===== config.mk =====
export PLATFORM = sky130hd
export DESIGN_NAME = external_interrupt_latch
export DESIGN_NICKNAME = d
export VERILOG_FILES = /design/src/ext_int_pkg.sv /design/src/external_interrupt_latch.sv /design/src/pin_sync.sv
export SDC_FILE = /design/constraint.sdc
export NUM_CORES = 1
export LEC_CHECK = 0
export ABC_CLOCK_PERIOD_IN_PS = 1500
export BUFFER_PORTS_ARGS = -buffer_cell sky130_fd_sc_hd__buf_2
export CAP_MARGIN = 5
export CORE_UTILIZATION = 34
export CTS_BUF_LIST = sky130_fd_sc_hd__clkbuf_8
export CTS_CLUSTER_DIAMETER = 120
export DETAILED_ROUTE_END_ITERATION = 10
export PLACE_DENSITY = 0.86
export SLEW_MARGIN = 20
export SYNTH_ARGS = -nofsm -noshare
export SYNTH_HDL_FRONTEND = slang
export SYNTH_SLANG_ARGS = --single-unit

===== constraint.sdc =====
create_clock -name clk -period 1.5 [get_ports clk]
set_input_delay 0.3 -clock clk [delete_from_list [all_inputs] [get_ports clk]]
set_output_delay 0.3 -clock clk [all_outputs]
set_load 0.03 [all_outputs]

===== src/ext_int_pkg.sv =====
// constants shared by the external interrupt latch design
package ext_int_pkg;

  // register map, byte addresses
  localparam logic [11:0] ADDR_EXT_INT_STATUS_CONTROL = 12'h000;
  localparam logic [11:0] ADDR_BREAK_FLAG_CONTROL = 12'h004;

  // field positions of ext_int_status_control
  localparam int SENSE_SELECT_ALT_BIT = 0;
  localparam int LOCAL_REQUEST_MASK_BIT = 1;
  localparam int ACK_BIT = 2;
  localparam int REQUEST_PENDING_FLAG_BIT = 3;
  localparam int PIN_LEVEL_BIT = 4;

  // field positions of break_flag_control
  localparam int BREAK_CLEAR_ENABLE_BIT = 0;

  // reset values
  localparam logic SENSE_SELECT_ALT_RST = 1'b0;
  localparam logic LOCAL_REQUEST_MASK_RST = 1'b0;
  localparam logic BREAK_CLEAR_ENABLE_RST = 1'b0;
  localparam logic PIN_SYNC_RST = 1'b1;
  localparam logic [31:0] RDATA_RST = 32'h0000_0000;

  // request latch states, gray coded
  typedef enum logic [1:0] {
    LATCH_IDLE = 2'b00,
    LATCH_PENDING = 2'b01,
    LATCH_ACKED = 2'b11
  } latch_state_e;

endpackage


===== src/external_interrupt_latch.sv =====
// external interrupt latch with apb register access
//
// Local design decisions: the register addresses and register access over APB.
`timescale 1ns/1ns
`default_nettype none

module external_interrupt_latch
  import ext_int_pkg::*;
(
  input wire logic clk,
  input wire logic rst,
  input wire logic intPin_n,
  input wire logic vectorAck,
  input wire logic breakActive,
  input wire logic psel,
  input wire logic penable,
  input wire logic pwrite,
  input wire logic [11:0] paddr,
  input wire logic [31:0] pwdata,
  input wire logic [3:0] pstrb,
  output logic [31:0] prdata,
  output logic pready,
  output logic pslverr,
  output logic irqRequest,
  output logic pinLevel
);

  // ----------------------------------------
  // declarations
  // ----------------------------------------
  logic pinSync;
  logic pinPrev_q;
  logic pinPrev_d;
  logic fallEdge;
  logic pinHigh;
  logic [2:0] warmUp_q;
  logic [2:0] warmUp_d;
  logic edgeArmed;

  latch_state_e state_q;
  latch_state_e state_d;

  logic senseSelectAlt_q;
  logic senseSelectAlt_d;
  logic localRequestMask_q;
  logic localRequestMask_d;
  logic breakClearEnable_q;
  logic breakClearEnable_d;

  logic ready_q;
  logic ready_d;
  logic slvErr_q;
  logic slvErr_d;
  logic [31:0] rdata_q;
  logic [31:0] rdata_d;
  logic irqRequest_q;
  logic irqRequest_d;
  logic pinLevel_q;
  logic pinLevel_d;

  logic accessPhase;
  logic commit;
  logic writeCtrl;
  logic writeBreak;
  logic swAck;
  logic anyAck;
  logic pendingNext;

  // ----------------------------------------
  // helpers
  // ----------------------------------------
  function automatic logic reg_hit(input logic [11:0] addr, input logic [11:0] target);
    reg_hit = (addr == target);
  endfunction

  function automatic logic addr_mapped(input logic [11:0] addr);
    addr_mapped = reg_hit(addr, ADDR_EXT_INT_STATUS_CONTROL)
      || reg_hit(addr, ADDR_BREAK_FLAG_CONTROL);
  endfunction

  function automatic logic is_pending(input latch_state_e st);
    is_pending = (st != LATCH_IDLE);
  endfunction

  function automatic logic [31:0] ctrl_word(input logic mode, input logic mask,
    input logic pending, input logic pin);
    ctrl_word = RDATA_RST;
    ctrl_word[SENSE_SELECT_ALT_BIT] = mode;
    ctrl_word[LOCAL_REQUEST_MASK_BIT] = mask;
    ctrl_word[ACK_BIT] = 1'b0;
    ctrl_word[REQUEST_PENDING_FLAG_BIT] = pending;
    ctrl_word[PIN_LEVEL_BIT] = pin;
  endfunction

  // ----------------------------------------
  // pin synchroniser and edge detect
  // ----------------------------------------
  pin_sync u_pin_sync (
    .clk(clk),
    .rst(rst),
    .pinAsync(intPin_n),
    .pinSync(pinSync)
  );

  always_comb begin
    pinPrev_d = pinSync;
  end

  always_ff @(posedge clk) begin
    if (rst) begin
      pinPrev_q <= PIN_SYNC_RST;
    end else begin
      pinPrev_q <= pinPrev_d;
    end
  end

  assign fallEdge = pinPrev_q & ~pinSync & edgeArmed;
  assign pinHigh = pinSync;

  // ----------------------------------------
  // edge detect warm-up
  // ----------------------------------------
  // flops reset low and fill with ones: a pin held low through reset is no edge
  always_comb begin
    warmUp_d = {warmUp_q[1:0], 1'b1};
  end

  always_ff @(posedge clk) begin
    if (rst) begin
      warmUp_q <= 3'h0;
    end else begin
      warmUp_q <= warmUp_d;
    end
  end

  assign edgeArmed = warmUp_q[2];

  // ----------------------------------------
  // apb decode
  // ----------------------------------------
  assign accessPhase = psel & penable;
  assign commit = accessPhase & ready_q;
  assign writeCtrl = commit & pwrite & pstrb[0] & ~slvErr_q
    & reg_hit(paddr, ADDR_EXT_INT_STATUS_CONTROL);
  assign writeBreak = commit & pwrite & pstrb[0] & ~slvErr_q
    & reg_hit(paddr, ADDR_BREAK_FLAG_CONTROL);

  // software acknowledge, blocked in break unless enabled
  assign swAck = writeCtrl & pwdata[ACK_BIT]
    & (~breakActive | breakClearEnable_q);
  assign anyAck = vectorAck | swAck;

  // ----------------------------------------
  // control registers
  // ----------------------------------------
  always_comb begin
    senseSelectAlt_d = senseSelectAlt_q;
    localRequestMask_d = localRequestMask_q;
    breakClearEnable_d = breakClearEnable_q;
    if (writeCtrl) begin
      senseSelectAlt_d = pwdata[SENSE_SELECT_ALT_BIT];
      localRequestMask_d = pwdata[LOCAL_REQUEST_MASK_BIT];
    end
    if (writeBreak) begin
      breakClearEnable_d = pwdata[BREAK_CLEAR_ENABLE_BIT];
    end
  end

  always_ff @(posedge clk) begin
    if (rst) begin
      senseSelectAlt_q <= SENSE_SELECT_ALT_RST;
      localRequestMask_q <= LOCAL_REQUEST_MASK_RST;
      breakClearEnable_q <= BREAK_CLEAR_ENABLE_RST;
    end else begin
      senseSelectAlt_q <= senseSelectAlt_d;
      localRequestMask_q <= localRequestMask_d;
      breakClearEnable_q <= breakClearEnable_d;
    end
  end

  // ----------------------------------------
  // request latch
  // ----------------------------------------
  always_comb begin
    state_d = state_q;
    unique case (state_q)
      LATCH_IDLE: begin
        if (fallEdge) begin
          state_d = LATCH_PENDING;
        end else if (senseSelectAlt_q && !pinHigh) begin
          state_d = LATCH_PENDING;
        end
      end
      LATCH_PENDING: begin
        if (fallEdge) begin
          state_d = LATCH_PENDING;
        end else if (anyAck) begin
          if (!senseSelectAlt_q || pinHigh) begin
            state_d = LATCH_IDLE;
          end else begin
            state_d = LATCH_ACKED;
          end
        end
      end
      LATCH_ACKED: begin
        if (fallEdge) begin
          state_d = LATCH_PENDING;
        end else if (pinHigh || !senseSelectAlt_q) begin
          state_d = LATCH_IDLE;
        end
      end
      default: begin
        state_d = LATCH_IDLE;
      end
    endcase
  end

  always_ff @(posedge clk) begin
    if (rst) begin
      state_q <= LATCH_IDLE;
    end else begin
      state_q <= state_d;
    end
  end

  assign pendingNext = is_pending(state_d);

  // ----------------------------------------
  // outputs to the core
  // ----------------------------------------
  always_comb begin
    irqRequest_d = pendingNext & ~localRequestMask_d;
    pinLevel_d = pinSync;
  end

  always_ff @(posedge clk) begin
    if (rst) begin
      irqRequest_q <= 1'b0;
      pinLevel_q <= PIN_SYNC_RST;
    end else begin
      irqRequest_q <= irqRequest_d;
      pinLevel_q <= pinLevel_d;
    end
  end

  // ----------------------------------------
  // apb slave, one wait state
  // ----------------------------------------
  always_comb begin
    ready_d = accessPhase & ~ready_q;
    slvErr_d = 1'b0;
    rdata_d = rdata_q;
    if (accessPhase && !ready_q) begin
      slvErr_d = ~addr_mapped(paddr);
      rdata_d = RDATA_RST;
      if (!pwrite && reg_hit(paddr, ADDR_EXT_INT_STATUS_CONTROL)) begin
        rdata_d = ctrl_word(senseSelectAlt_q, localRequestMask_q,
          is_pending(state_q), pinSync);
      end else if (!pwrite && reg_hit(paddr, ADDR_BREAK_FLAG_CONTROL)) begin
        rdata_d[BREAK_CLEAR_ENABLE_BIT] = breakClearEnable_q;
      end
    end else if (commit) begin
      slvErr_d = 1'b0;
    end
  end

  always_ff @(posedge clk) begin
    if (rst) begin
      ready_q <= 1'b0;
      slvErr_q <= 1'b0;
      rdata_q <= RDATA_RST;
    end else begin
      ready_q <= ready_d;
      slvErr_q <= slvErr_d;
      rdata_q <= rdata_d;
    end
  end

  assign prdata = rdata_q;
  assign pready = ready_q;
  assign pslverr = slvErr_q;
  assign irqRequest = irqRequest_q;
  assign pinLevel = pinLevel_q;

endmodule

`default_nettype wire


===== src/pin_sync.sv =====
// two flip-flop synchroniser for the interrupt pin
`timescale 1ns/1ns
`default_nettype none

module pin_sync
  import ext_int_pkg::*;
(
  input wire logic clk,
  input wire logic rst,
  input wire logic pinAsync,
  output logic pinSync
);

  logic stage1_q;
  logic stage1_d;
  logic stage2_q;
  logic stage2_d;

  // ----------------------------------------
  // two stages
  // ----------------------------------------
  always_comb begin
    stage1_d = pinAsync;
    stage2_d = stage1_q;
  end

  always_ff @(posedge clk) begin
    if (rst) begin
      stage1_q <= PIN_SYNC_RST;
      stage2_q <= PIN_SYNC_RST;
    end else begin
      stage1_q <= stage1_d;
      stage2_q <= stage2_d;
    end
  end

  assign pinSync = stage2_q;

endmodule

`default_nettype wire


# Word-level counts from Yosys, hierarchy flattened

Cells that the tools add are included.

Divide/modulo/power cells: 0
Reductions and logical operators: 15
Equal/unequal tests: 3
Bitwise operators: 22
Add/sub/neg operators: 0
Multiply operators: 0
Magnitude comparators: 0
Shift-type cells: 0
Mux-type cells: 13

Operators by type and width:

| cell                  | count |
|---|---|
| $mux W2               | 7 |
| $and A1 B1 Y1         | 13 |
| $eq A12 B3 Y1 const B | 1 |
| $logic_not A12 Y1     | 1 |
| $not A1 Y1            | 7 |
| $pmux W2 S3           | 1 |
| $logic_and A1 B1 Y1   | 4 |
| $logic_not A1 Y1      | 4 |
| $mux W1               | 4 |
| $mux W4               | 1 |
| $reduce_bool A2 Y1    | 2 |
| $eq A2 B1 Y1 const B  | 1 |
| $eq A2 B2 Y1 const B  | 1 |
| $logic_not A2 Y1      | 1 |
| $logic_or A1 B1 Y1    | 2 |
| $or A1 B1 Y1          | 2 |
| $reduce_or A2 Y1      | 1 |

Memories kept: 0
Flip-flop bits (word level): 46
Output and inout bits: 36
Input port bits: 56
Memory bits (read-only): 0
Latch bits: 0
Memory bits (writable): 0

# Depth between registers and ports, before layout

Gate-level depths: netlist (run 1).

Depth in word-level cells: 14
Gate-level depth with buffers: 4

# Modules after synthesis

From an unflattened synthesis (run 1), not the netlist that was laid out.

Cells, all modules: 103
Area total of the unflattened synthesis: 944.7 sq um

Modules (own cells, without submodules):

| module                   | seq. area each (sq um) | area an instance (sq um) | times used | cells an instance |
|---|---|---|---|---|
| external_interrupt_latch | 320.3                  | 892.1                    | 1          | 99 |
| pin_sync                 | 40.0                   | 52.6                     | 1          | 4 |

# Worst setup path after synthesis (run 1)

Ideal clock, no wire load.

Path type: register -> register
Start point: register pinLevel (netlist name)
End point: register irqRequest_q (netlist: irqRequest)
Stages on the path, launching flop included: 5
Setup time: 0.086 ns
Buffers on the path: 0
Slack: -0.224 ns
Data required time: 1.414 ns
Period minus slack after synthesis: 1.724 ns
Arrival time: 1.638 ns
Cell sequence: dfxtp_1 -> a21oi_1 -> o311ai_4 -> or4b_1 -> a211oi_1

RTL lines:

| what                   | line                            | RTL |
|---|---|---|
| end signal: assignment | external_interrupt_latch.sv:241 | `irqRequest_q <= irqRequest_d;` |
| end: declaration       | external_interrupt_latch.sv:56  | `logic irqRequest_q;` |

# Worst setup path in the final report (run 1)

Start point: register u_pin_sync.stage2_q (netlist: u_pin_sync.pinSync)
End point: register irqRequest_q (netlist: irqRequest)

Longest elaborated chain between the ends: 7
Elaborated cells on any way between the ends: 16

Ends and longest elaborated chain:

| what                                       | line                                                                                              | RTL |
|---|---|---|
| start: declaration                         | pin_sync.sv:16                                                                                    | `logic stage2_q;` |
| start signal: assignment                   | pin_sync.sv:33                                                                                    | `stage2_q <= stage2_d;` |
| $logic_or A1 B1 Y1 (tied with other cells) | external_interrupt_latch.sv:198, external_interrupt_latch.sv:208                                  |  |
| $mux W2 (tied with other cells)            | external_interrupt_latch.sv:198                                                                   | `if (!senseSelectAlt_q \|\| pinHigh) begin` |
| $mux W2 (tied with other cells)            | external_interrupt_latch.sv:197                                                                   | `end else if (anyAck) begin` |
| $mux W2 (on tied branches)                 | external_interrupt_latch.sv:195, external_interrupt_latch.sv:188, external_interrupt_latch.sv:206 |  |
| $pmux W2 S3 (*)                            | external_interrupt_latch.sv:186                                                                   | `unique case (state_q)` |
| $reduce_bool A2 Y1 (*)                     | external_interrupt_latch.sv:82                                                                    | `is_pending = (st != LATCH_IDLE);` |
| $and A1 B1 Y1 (*)                          | external_interrupt_latch.sv:232                                                                   | `irqRequest_d = pendingNext & ~localRequestMask_d;` |

Mark *: on every way between the ends. The rest lies on a longest branch, timed or not.
A chain may end at the register's enable or synchronous reset.

==> results of run 1 <==
-- cells by family after synthesis --
family          after synthesis
flops                        18
compound gates               18
simple gates                 33
buf+inv                      33
mux                           1
other cells                   1
-- power by group through the flow --
stage | logic [mW] | clock network (mW) | registers [mW]
floorplan | 0.181 | 0 | 0.507
detailed placement | 0.190 | 0 | 0.501
finish | 0.193 | 0.383 | 0.491
CTS | 0.191 | 0.400 | 0.491
global placement | 0.188 | 0 | 0.501
global route | 0.205 | 0.425 | 0.491
-- worst min path at each step --
stage	startpoint	to	slack, ns	cells past startpoint
2_1_floorplan	rst	warmUp_q[0]$_DFF_P_	0.37	1
4_1_cts	intPin_n	u_pin_sync.stage1_q$_SDFF_PP1_	0.22	2
5_1_grt	intPin_n	u_pin_sync.stage1_q$_SDFF_PP1_	0.23	2
6_report	intPin_n	u_pin_sync.stage1_q$_SDFF_PP1_	0.23	2
3_5_place_dp	u_pin_sync.stage1_q$_SDFF_PP1_	u_pin_sync.pinSync$_SDFF_PP1_	0.40	1
3_3_place_gp	u_pin_sync.stage1_q$_SDFF_PP1_	u_pin_sync.pinSync$_SDFF_PP1_	0.39	1
-- cell usage in the layout (no fill, tap or decap), types with 2 or more instances in the layout --
cell type / instances
inv_1: 4
nand3_2: 2
nor2_1: 2
nor3_1: 3
a22o_1: 3
clkbuf_8: 4
or4_1: 3
buf_2: 31
nand2_1: 2
a21oi_1: 7
and2_1: 2
nor2b_1: 3
or3_2: 2
buf_4: 10
nor4_4: 2
dfxtp_1: 15
buf_6: 2
conb_1: 28
dfxtp_2: 2
or2_2: 3
o21ai_0: 2
-- critical path: stages (launching register included) --
cell      delay [ns]
dfxtp_2         0.32
or2_4           0.26
o311ai_4        0.23
or4b_4          0.50
a211oi_2        0.18
-- sequential cells by signal, indices dropped and copies added (netlist names) --
signal / cells
senseSelectAlt_q: 1
irqRequest: 1
state_q: 2
pslverr: 1
warmUp_q: 3
pinLevel: 1
u_pin_sync.stage1_q: 1
u_pin_sync.pinSync: 1
localRequestMask_q: 1
pready: 1
prdata: 4
breakClearEnable_q: 1
-- per-layer routing --
metal | wire (um) | vias up | GRT usage, %
met5 | 0 | - | 0
met4 | 23 | 0 | 4.181
met3 | 140 | 3 | 4.186
met2 | 938 | 43 | 19.39
met1 | 663 | 365 | 12.03
li1 | - | 398 | -
-- stage by stage --
step                      setup TNS (ns)  cells  setup slack (ns)  total power, mW
after floorplan                 -0.05182    131          -0.05182           0.6887
after global placement            -1.124    175           -0.2120           0.6889
after detailed placement          -1.372    175           -0.2412           0.6910
after CTS                       -0.05152    179          -0.05152            1.082
after global routing             -0.1017    180          -0.09931            1.121
final                           -0.04904    180          -0.04904            1.067
-- cell type report --
cell class	count	share of cell area, %
well taps	31	3.078
inverters	4	1.192
flip-flops and latches	18	29.10
clock buffers	4	4.369
repair buffers	43	20.06
multi-input cells	80	42.20
-- timing repair --
item | in CTS | in global routing
hold endpoints to repair | 0 | 0
setup buffers | 0 | 1
resized for setup | 4 | 5
pin swaps | 1 | 3
endpoints found under the setup margin | 1 | 9
==> out/metrics.yaml, run 1 <==
yosysWarnings: 0
hold_violations: 0
combinationalPowerShare_pct: 18.1
final_nets: 206
fmax_mhz: 645.6
area_growth_pct: 27.15
arrival_ns: 1.73
avgRoutedWirePerCell_um: 9.806
switchingPower_mw: 0.2981
htreeDepth: 1
grt_util_all_layers_pct: 11.07
synth-simple-area-share_pct: 25.63
timing.hold.ws_ns: 0.2272
clock_tree.root_cell: "clkbuf_8"
rows: 19
synth_compound_area_share_pct: 13.51
yosysSeqAreaShare_pct: 36.36
netlist_area_um2: 991.0
required_ns: 1.68
status: "complete, but fails checks"
ir_worst_vdd_mv: 0.6954
muxShareOfSynthArea_pct: 1.010
p_leak_nw: 0.5804
startpoint: "u_pin_sync.pinSync$_SDFF_PP1_"
cp-endpoint: "irqRequest$_SDFF_PP0_"
yosysMostFrequentCell: "buf_4"
min_path_type: "in -> reg"
gp_congestion: 0.7851
synth_flop_cell: "dfxtp_1"
clock_path_buffers: 2
switching_share_pct: 27.94
placed_area_um2: 1165
cp_max_fo: 2
n_antenna_cell: 0
setup_viol: 1
die_w_um: 55.99
path_clk_slew_ns: 0.06
dp_hpwl_um: 1476
grt_pass1_vias: 657
dieArea_um2: 3134
finClkSkew_ns: 0.001394
p_clk_share_pct: 35.9
synth_area_leaders: "dfxtp_1 (36%), buf_4 (21%), nor4_4 (4.3%)"
grt_max_degree: 14
violations: "negative setup slack"
numCtsBuffers: 3
cts_tree: "built"
viasPerCell: 4.494
layout_min_cycle_time_ns: 1.549
postLayoutCellArea_um2: 1260
drv_slew: 0
fp.dieH_um: 55.99
dr.pass1.iters: 4
drcViolationCount: 0
core_um2: 2758
synth-adder-area-share_pct: 0
intPower_mw: 0.7687
worstSkewPairLatency_ns: 0.25
drtIter0Drc: 9
antenna_found_initial: 0
synth_xor_area_share_pct: 0
fin_util_pct: 45.69
critPathKind: "reg -> reg"
cp-start-kind: "flop"
seqCellArea_um2: 366.6
synth_edf_count: 0
synth_top_area_share_pct: 36.36
initial_core_util_pct: 35.93
setup_ws_ns: -0.04904
reg2reg_slack_ns: -0.05
port_buffers: 31
drt.antenna.violating_nets: 0
synth_top_family_by_area: "simple AND/OR/NAND/NOR gates"
synthTopCellsByCount: "buf_4 (28), dfxtp_1 (18), a21oi_1 (7)"
maxCapViolCount: 0
holdBufCountCts: 0
multi_input_area_um2: 531.8
yosysUniqueCellTypes: 32
reg2reg_from: "u_pin_sync.pinSync$_SDFF_PP1_"
finalWirelength_um: 1765
grt_first_pass_wirelength_um: 2656
p_seq_share_pct: 46.0
end_kind: "flop"
drive_above_1_share_pct: 44.97
ioPinCount: 92
p_per_area_nw_per_um2: 846.7
syn_area_per_cell_um2: 9.528
clkSinkCount: 18
synth_top_area_cell: "dfxtp_1"
fillers: 275
syn_inst: 104
vias: 809
async_reset_ff_share_pct: 0
grt_setup_unrepaired: "yes"
grt_overflow: 0
r2r_end: "irqRequest$_SDFF_PP0_"
layout_worst_path_cycle_share_pct: 103.3
ys_seq_elements: 18
r2r_cells: 4
Note: power is estimated with default switching activity, not from simulation.
==> run 2, diff against run 1 <==
--- a/config.mk
+++ b/config.mk
@@ -5,14 +5,14 @@
 export SDC_FILE = /design/constraint.sdc
 export NUM_CORES = 1
 export LEC_CHECK = 0
-export ABC_CLOCK_PERIOD_IN_PS = 1500
+export ABC_CLOCK_PERIOD_IN_PS = 1600
 export BUFFER_PORTS_ARGS = -buffer_cell sky130_fd_sc_hd__buf_2
 export CAP_MARGIN = 5
-export CORE_UTILIZATION = 34
+export CORE_UTILIZATION = 38
 export CTS_BUF_LIST = sky130_fd_sc_hd__clkbuf_8
 export CTS_CLUSTER_DIAMETER = 120
 export DETAILED_ROUTE_END_ITERATION = 10
-export PLACE_DENSITY = 0.86
+export PLACE_DENSITY = 0.9
 export SLEW_MARGIN = 20
 export SYNTH_ARGS = -nofsm -noshare
 export SYNTH_HDL_FRONTEND = slang
==> constraint.sdc (replaced) <==
create_clock -name clk -period 1.6 [get_ports clk]
set_input_delay 0.32 -clock clk [delete_from_list [all_inputs] [get_ports clk]]
set_output_delay 0.32 -clock clk [all_outputs]
set_load 0.03 [all_outputs]
==> run 2 against run 1 <==
Compared with the run above: the flow now finishes without violations; clock power is 5.5% lower; critical path depth stayed put; non-clock buffer count is 4 lower; die area is 10% lower; sequential power is 6.1% lower; global-route usage is 3.9 points higher; hold slack better by 0.022 ns; worst setup slack better by 0.050 ns; final cell count is 2.8% lower; highest routed layer unchanged.
==> out/metrics.yaml, run 2 (synthesis gave the netlist of run 1 again) <==
status: "completed"
dp_cells: 171  # -2.3%
grt_pass1_vias: 718  # +9.3%
end_kind: "flop"
viasPerCell: 4.526  # +0.70%
layout_commonest_cell: "buf_2"
fmax_mhz: 625.4  # -3.1%
power.total_mw: 1.003  # -6.0%
drcViolationCount: 0  # unchanged
antenna_found_initial: 0  # unchanged
switchingPower_mw: 0.2837  # -4.8%
critPathKind: "reg -> reg"
p_clk_share_pct: 36.1  # +0.2 points
clkSinkCount: 18  # unchanged
grt_first_pass_wirelength_um: 2987  # +12%
startpoint: "u_pin_sync.pinSync$_SDFF_PP1_"
cpMaxStageDelayCell: "or4b_4"
numCtsBuffers: 3  # unchanged
path_clk_slew_ns: 0.07  # about the same
worstSkewPairLatency_ns: 0.25  # about the same
cp_max_fo: 2  # unchanged
drtIter0Drc: 6  # -3
intPower_mw: 0.7189  # -6.5%
dp_hpwl_um: 1548  # +4.9%
grt_util_all_layers_pct: 14.95  # +3.9 points
grt_max_degree: 14  # unchanged
setup_viol: 0  # -1
dr.pass1.iters: 4  # unchanged
fp.dieH_um: 53.07  # -5.2%
hold_violations: 0  # unchanged
dieArea_um2: 2816  # -10%
hp-start: "intPin_n"
finClkSkew_ns: 0.003774  # +0.002380 ns
cp-start-kind: "flop"
rows: 18  # -1
die_w_um: 53.07  # -5.2%
layout_min_cycle_time_ns: 1.599  # +0.05005 ns
area_growth_pct: 22.10
switching_share_pct: 28.29  # +0.35 points
ioPinCount: 92  # unchanged
max_stage_delay_ns: 0.50  # about the same
final_cell_count_no_fill: 175  # -2.8%
grt_overflow: 0  # unchanged
core_um2: 2477  # -10%
initial_core_util_pct: 40.00  # +4.1 points
grt_setup_unrepaired: "yes"
drive_above_1_share_pct: 42.07  # -2.9 points
finalWirelength_um: 1897  # +7.5%
cp_num_buf_inv: 0  # unchanged
gp_congestion: 0.7850  # about the same
p_seq_share_pct: 46.0  # about the same
post_cts_buffers: 0  # unchanged
vias: 792  # -2.1%
p_leak_nw: 0.5596  # -3.6%
maxCapViolCount: 0  # unchanged
avgRoutedWirePerCell_um: 10.84  # +11%
required_ns: 1.78  # +0.10 ns
reg2reg_from: "u_pin_sync.pinSync$_SDFF_PP1_"
arrival_ns: 1.77  # +0.04 ns
p_per_area_nw_per_um2: 828.7  # -2.1%
drv_slew: 0  # unchanged
n_antenna_cell: 0  # unchanged
path_delay_family: "simple AND/OR/NAND/NOR gates"
layout_worst_path_cycle_share_pct: 99.94  # -3.3 points
holdBufCountCts: 0  # unchanged
path_cells: "or2_4, o311ai_4, or4b_4, a211oi_2"
combinationalPowerShare_pct: 17.8  # -0.3 points
final_cell_mix: "buf_2 (31), conb_1 (28), dfxtp_1 (15)"
cts_tree: "built"
largest_reg_flops: 4  # unchanged
drt.antenna.violating_nets: 0  # unchanged
ir_worst_vdd_mv: 0.4697  # -32%
port_buffers: 31  # unchanged
min_path_type: "in -> reg"
htreeDepth: 1  # unchanged
final_nets: 202  # -1.9%
clock_path_buffers: 2  # unchanged
clock_tree.root_cell: "clkbuf_8"
==> run 2: final timing paths <==
path                               endpoint  slack, ns  cells after the start
max reg2reg           irqRequest$_SDFF_PP0_     0.0009                      4
min reg2reg   u_pin_sync.pinSync$_SDFF_PP1_       0.41                      1
max                   irqRequest$_SDFF_PP0_     0.0009                      4
min          u_pin_sync.stage1_q$_SDFF_PP1_       0.25                      2
==> run 2: power by group through the flow <==
stage	Sequential, mW	Combinational (mW)	Clock, mW
3_5_place_dp	0.471	0.176	0
2_1_floorplan	0.477	0.170	0
6_report	0.461	0.179	0.362
5_1_grt	0.462	0.193	0.396
4_1_cts	0.461	0.177	0.376
3_3_place_gp	0.471	0.172	0
==> run 2: layer usage <==
metal | global-route usage (%) | share of wire, %
met1 | 15.69 | 41
met5 | 0 | 0
met3 | 3.736 | 8.2
met2 | 26.37 | 49
met4 | 9.211 | 1.5
==> run 2: stage by stage <==
stage	util [%]	setup WS [ns]	area [um^2]	setup TNS (ns)	hold WS (ns)
floorplan	-	0.002343	1099	0	0.3880
global placement	45.91	-0.1655	1137	-0.5267	0.3914
detailed placement	45.91	-0.1791	1137	-0.8347	0.3954
CTS	48.23	0.02095	1195	0	0.2417
global route	48.84	-0.07131	1210	-0.07131	0.2385
finish	48.84	0.0009071	1210	0	0.2491
==> run 2: cell type report <==
class / count / area (um^2)
Clock buffer: 4 / 55.05
Fill cell: 244 / 1267
Inverter: 4 / 15.01
Multi-Input combinational cell: 80 / 523.0
Sequential cell: 18 / 364.1
Tap cell: 30 / 37.54
Timing Repair Buffer: 39 / 215.2
==> run 2: repair_timing <==
action / 4_1_cts / 5_1_grt
setup endpoints to repair: 1 / 1
resized for setup: 1 / 5
pin swaps: 1 / 3
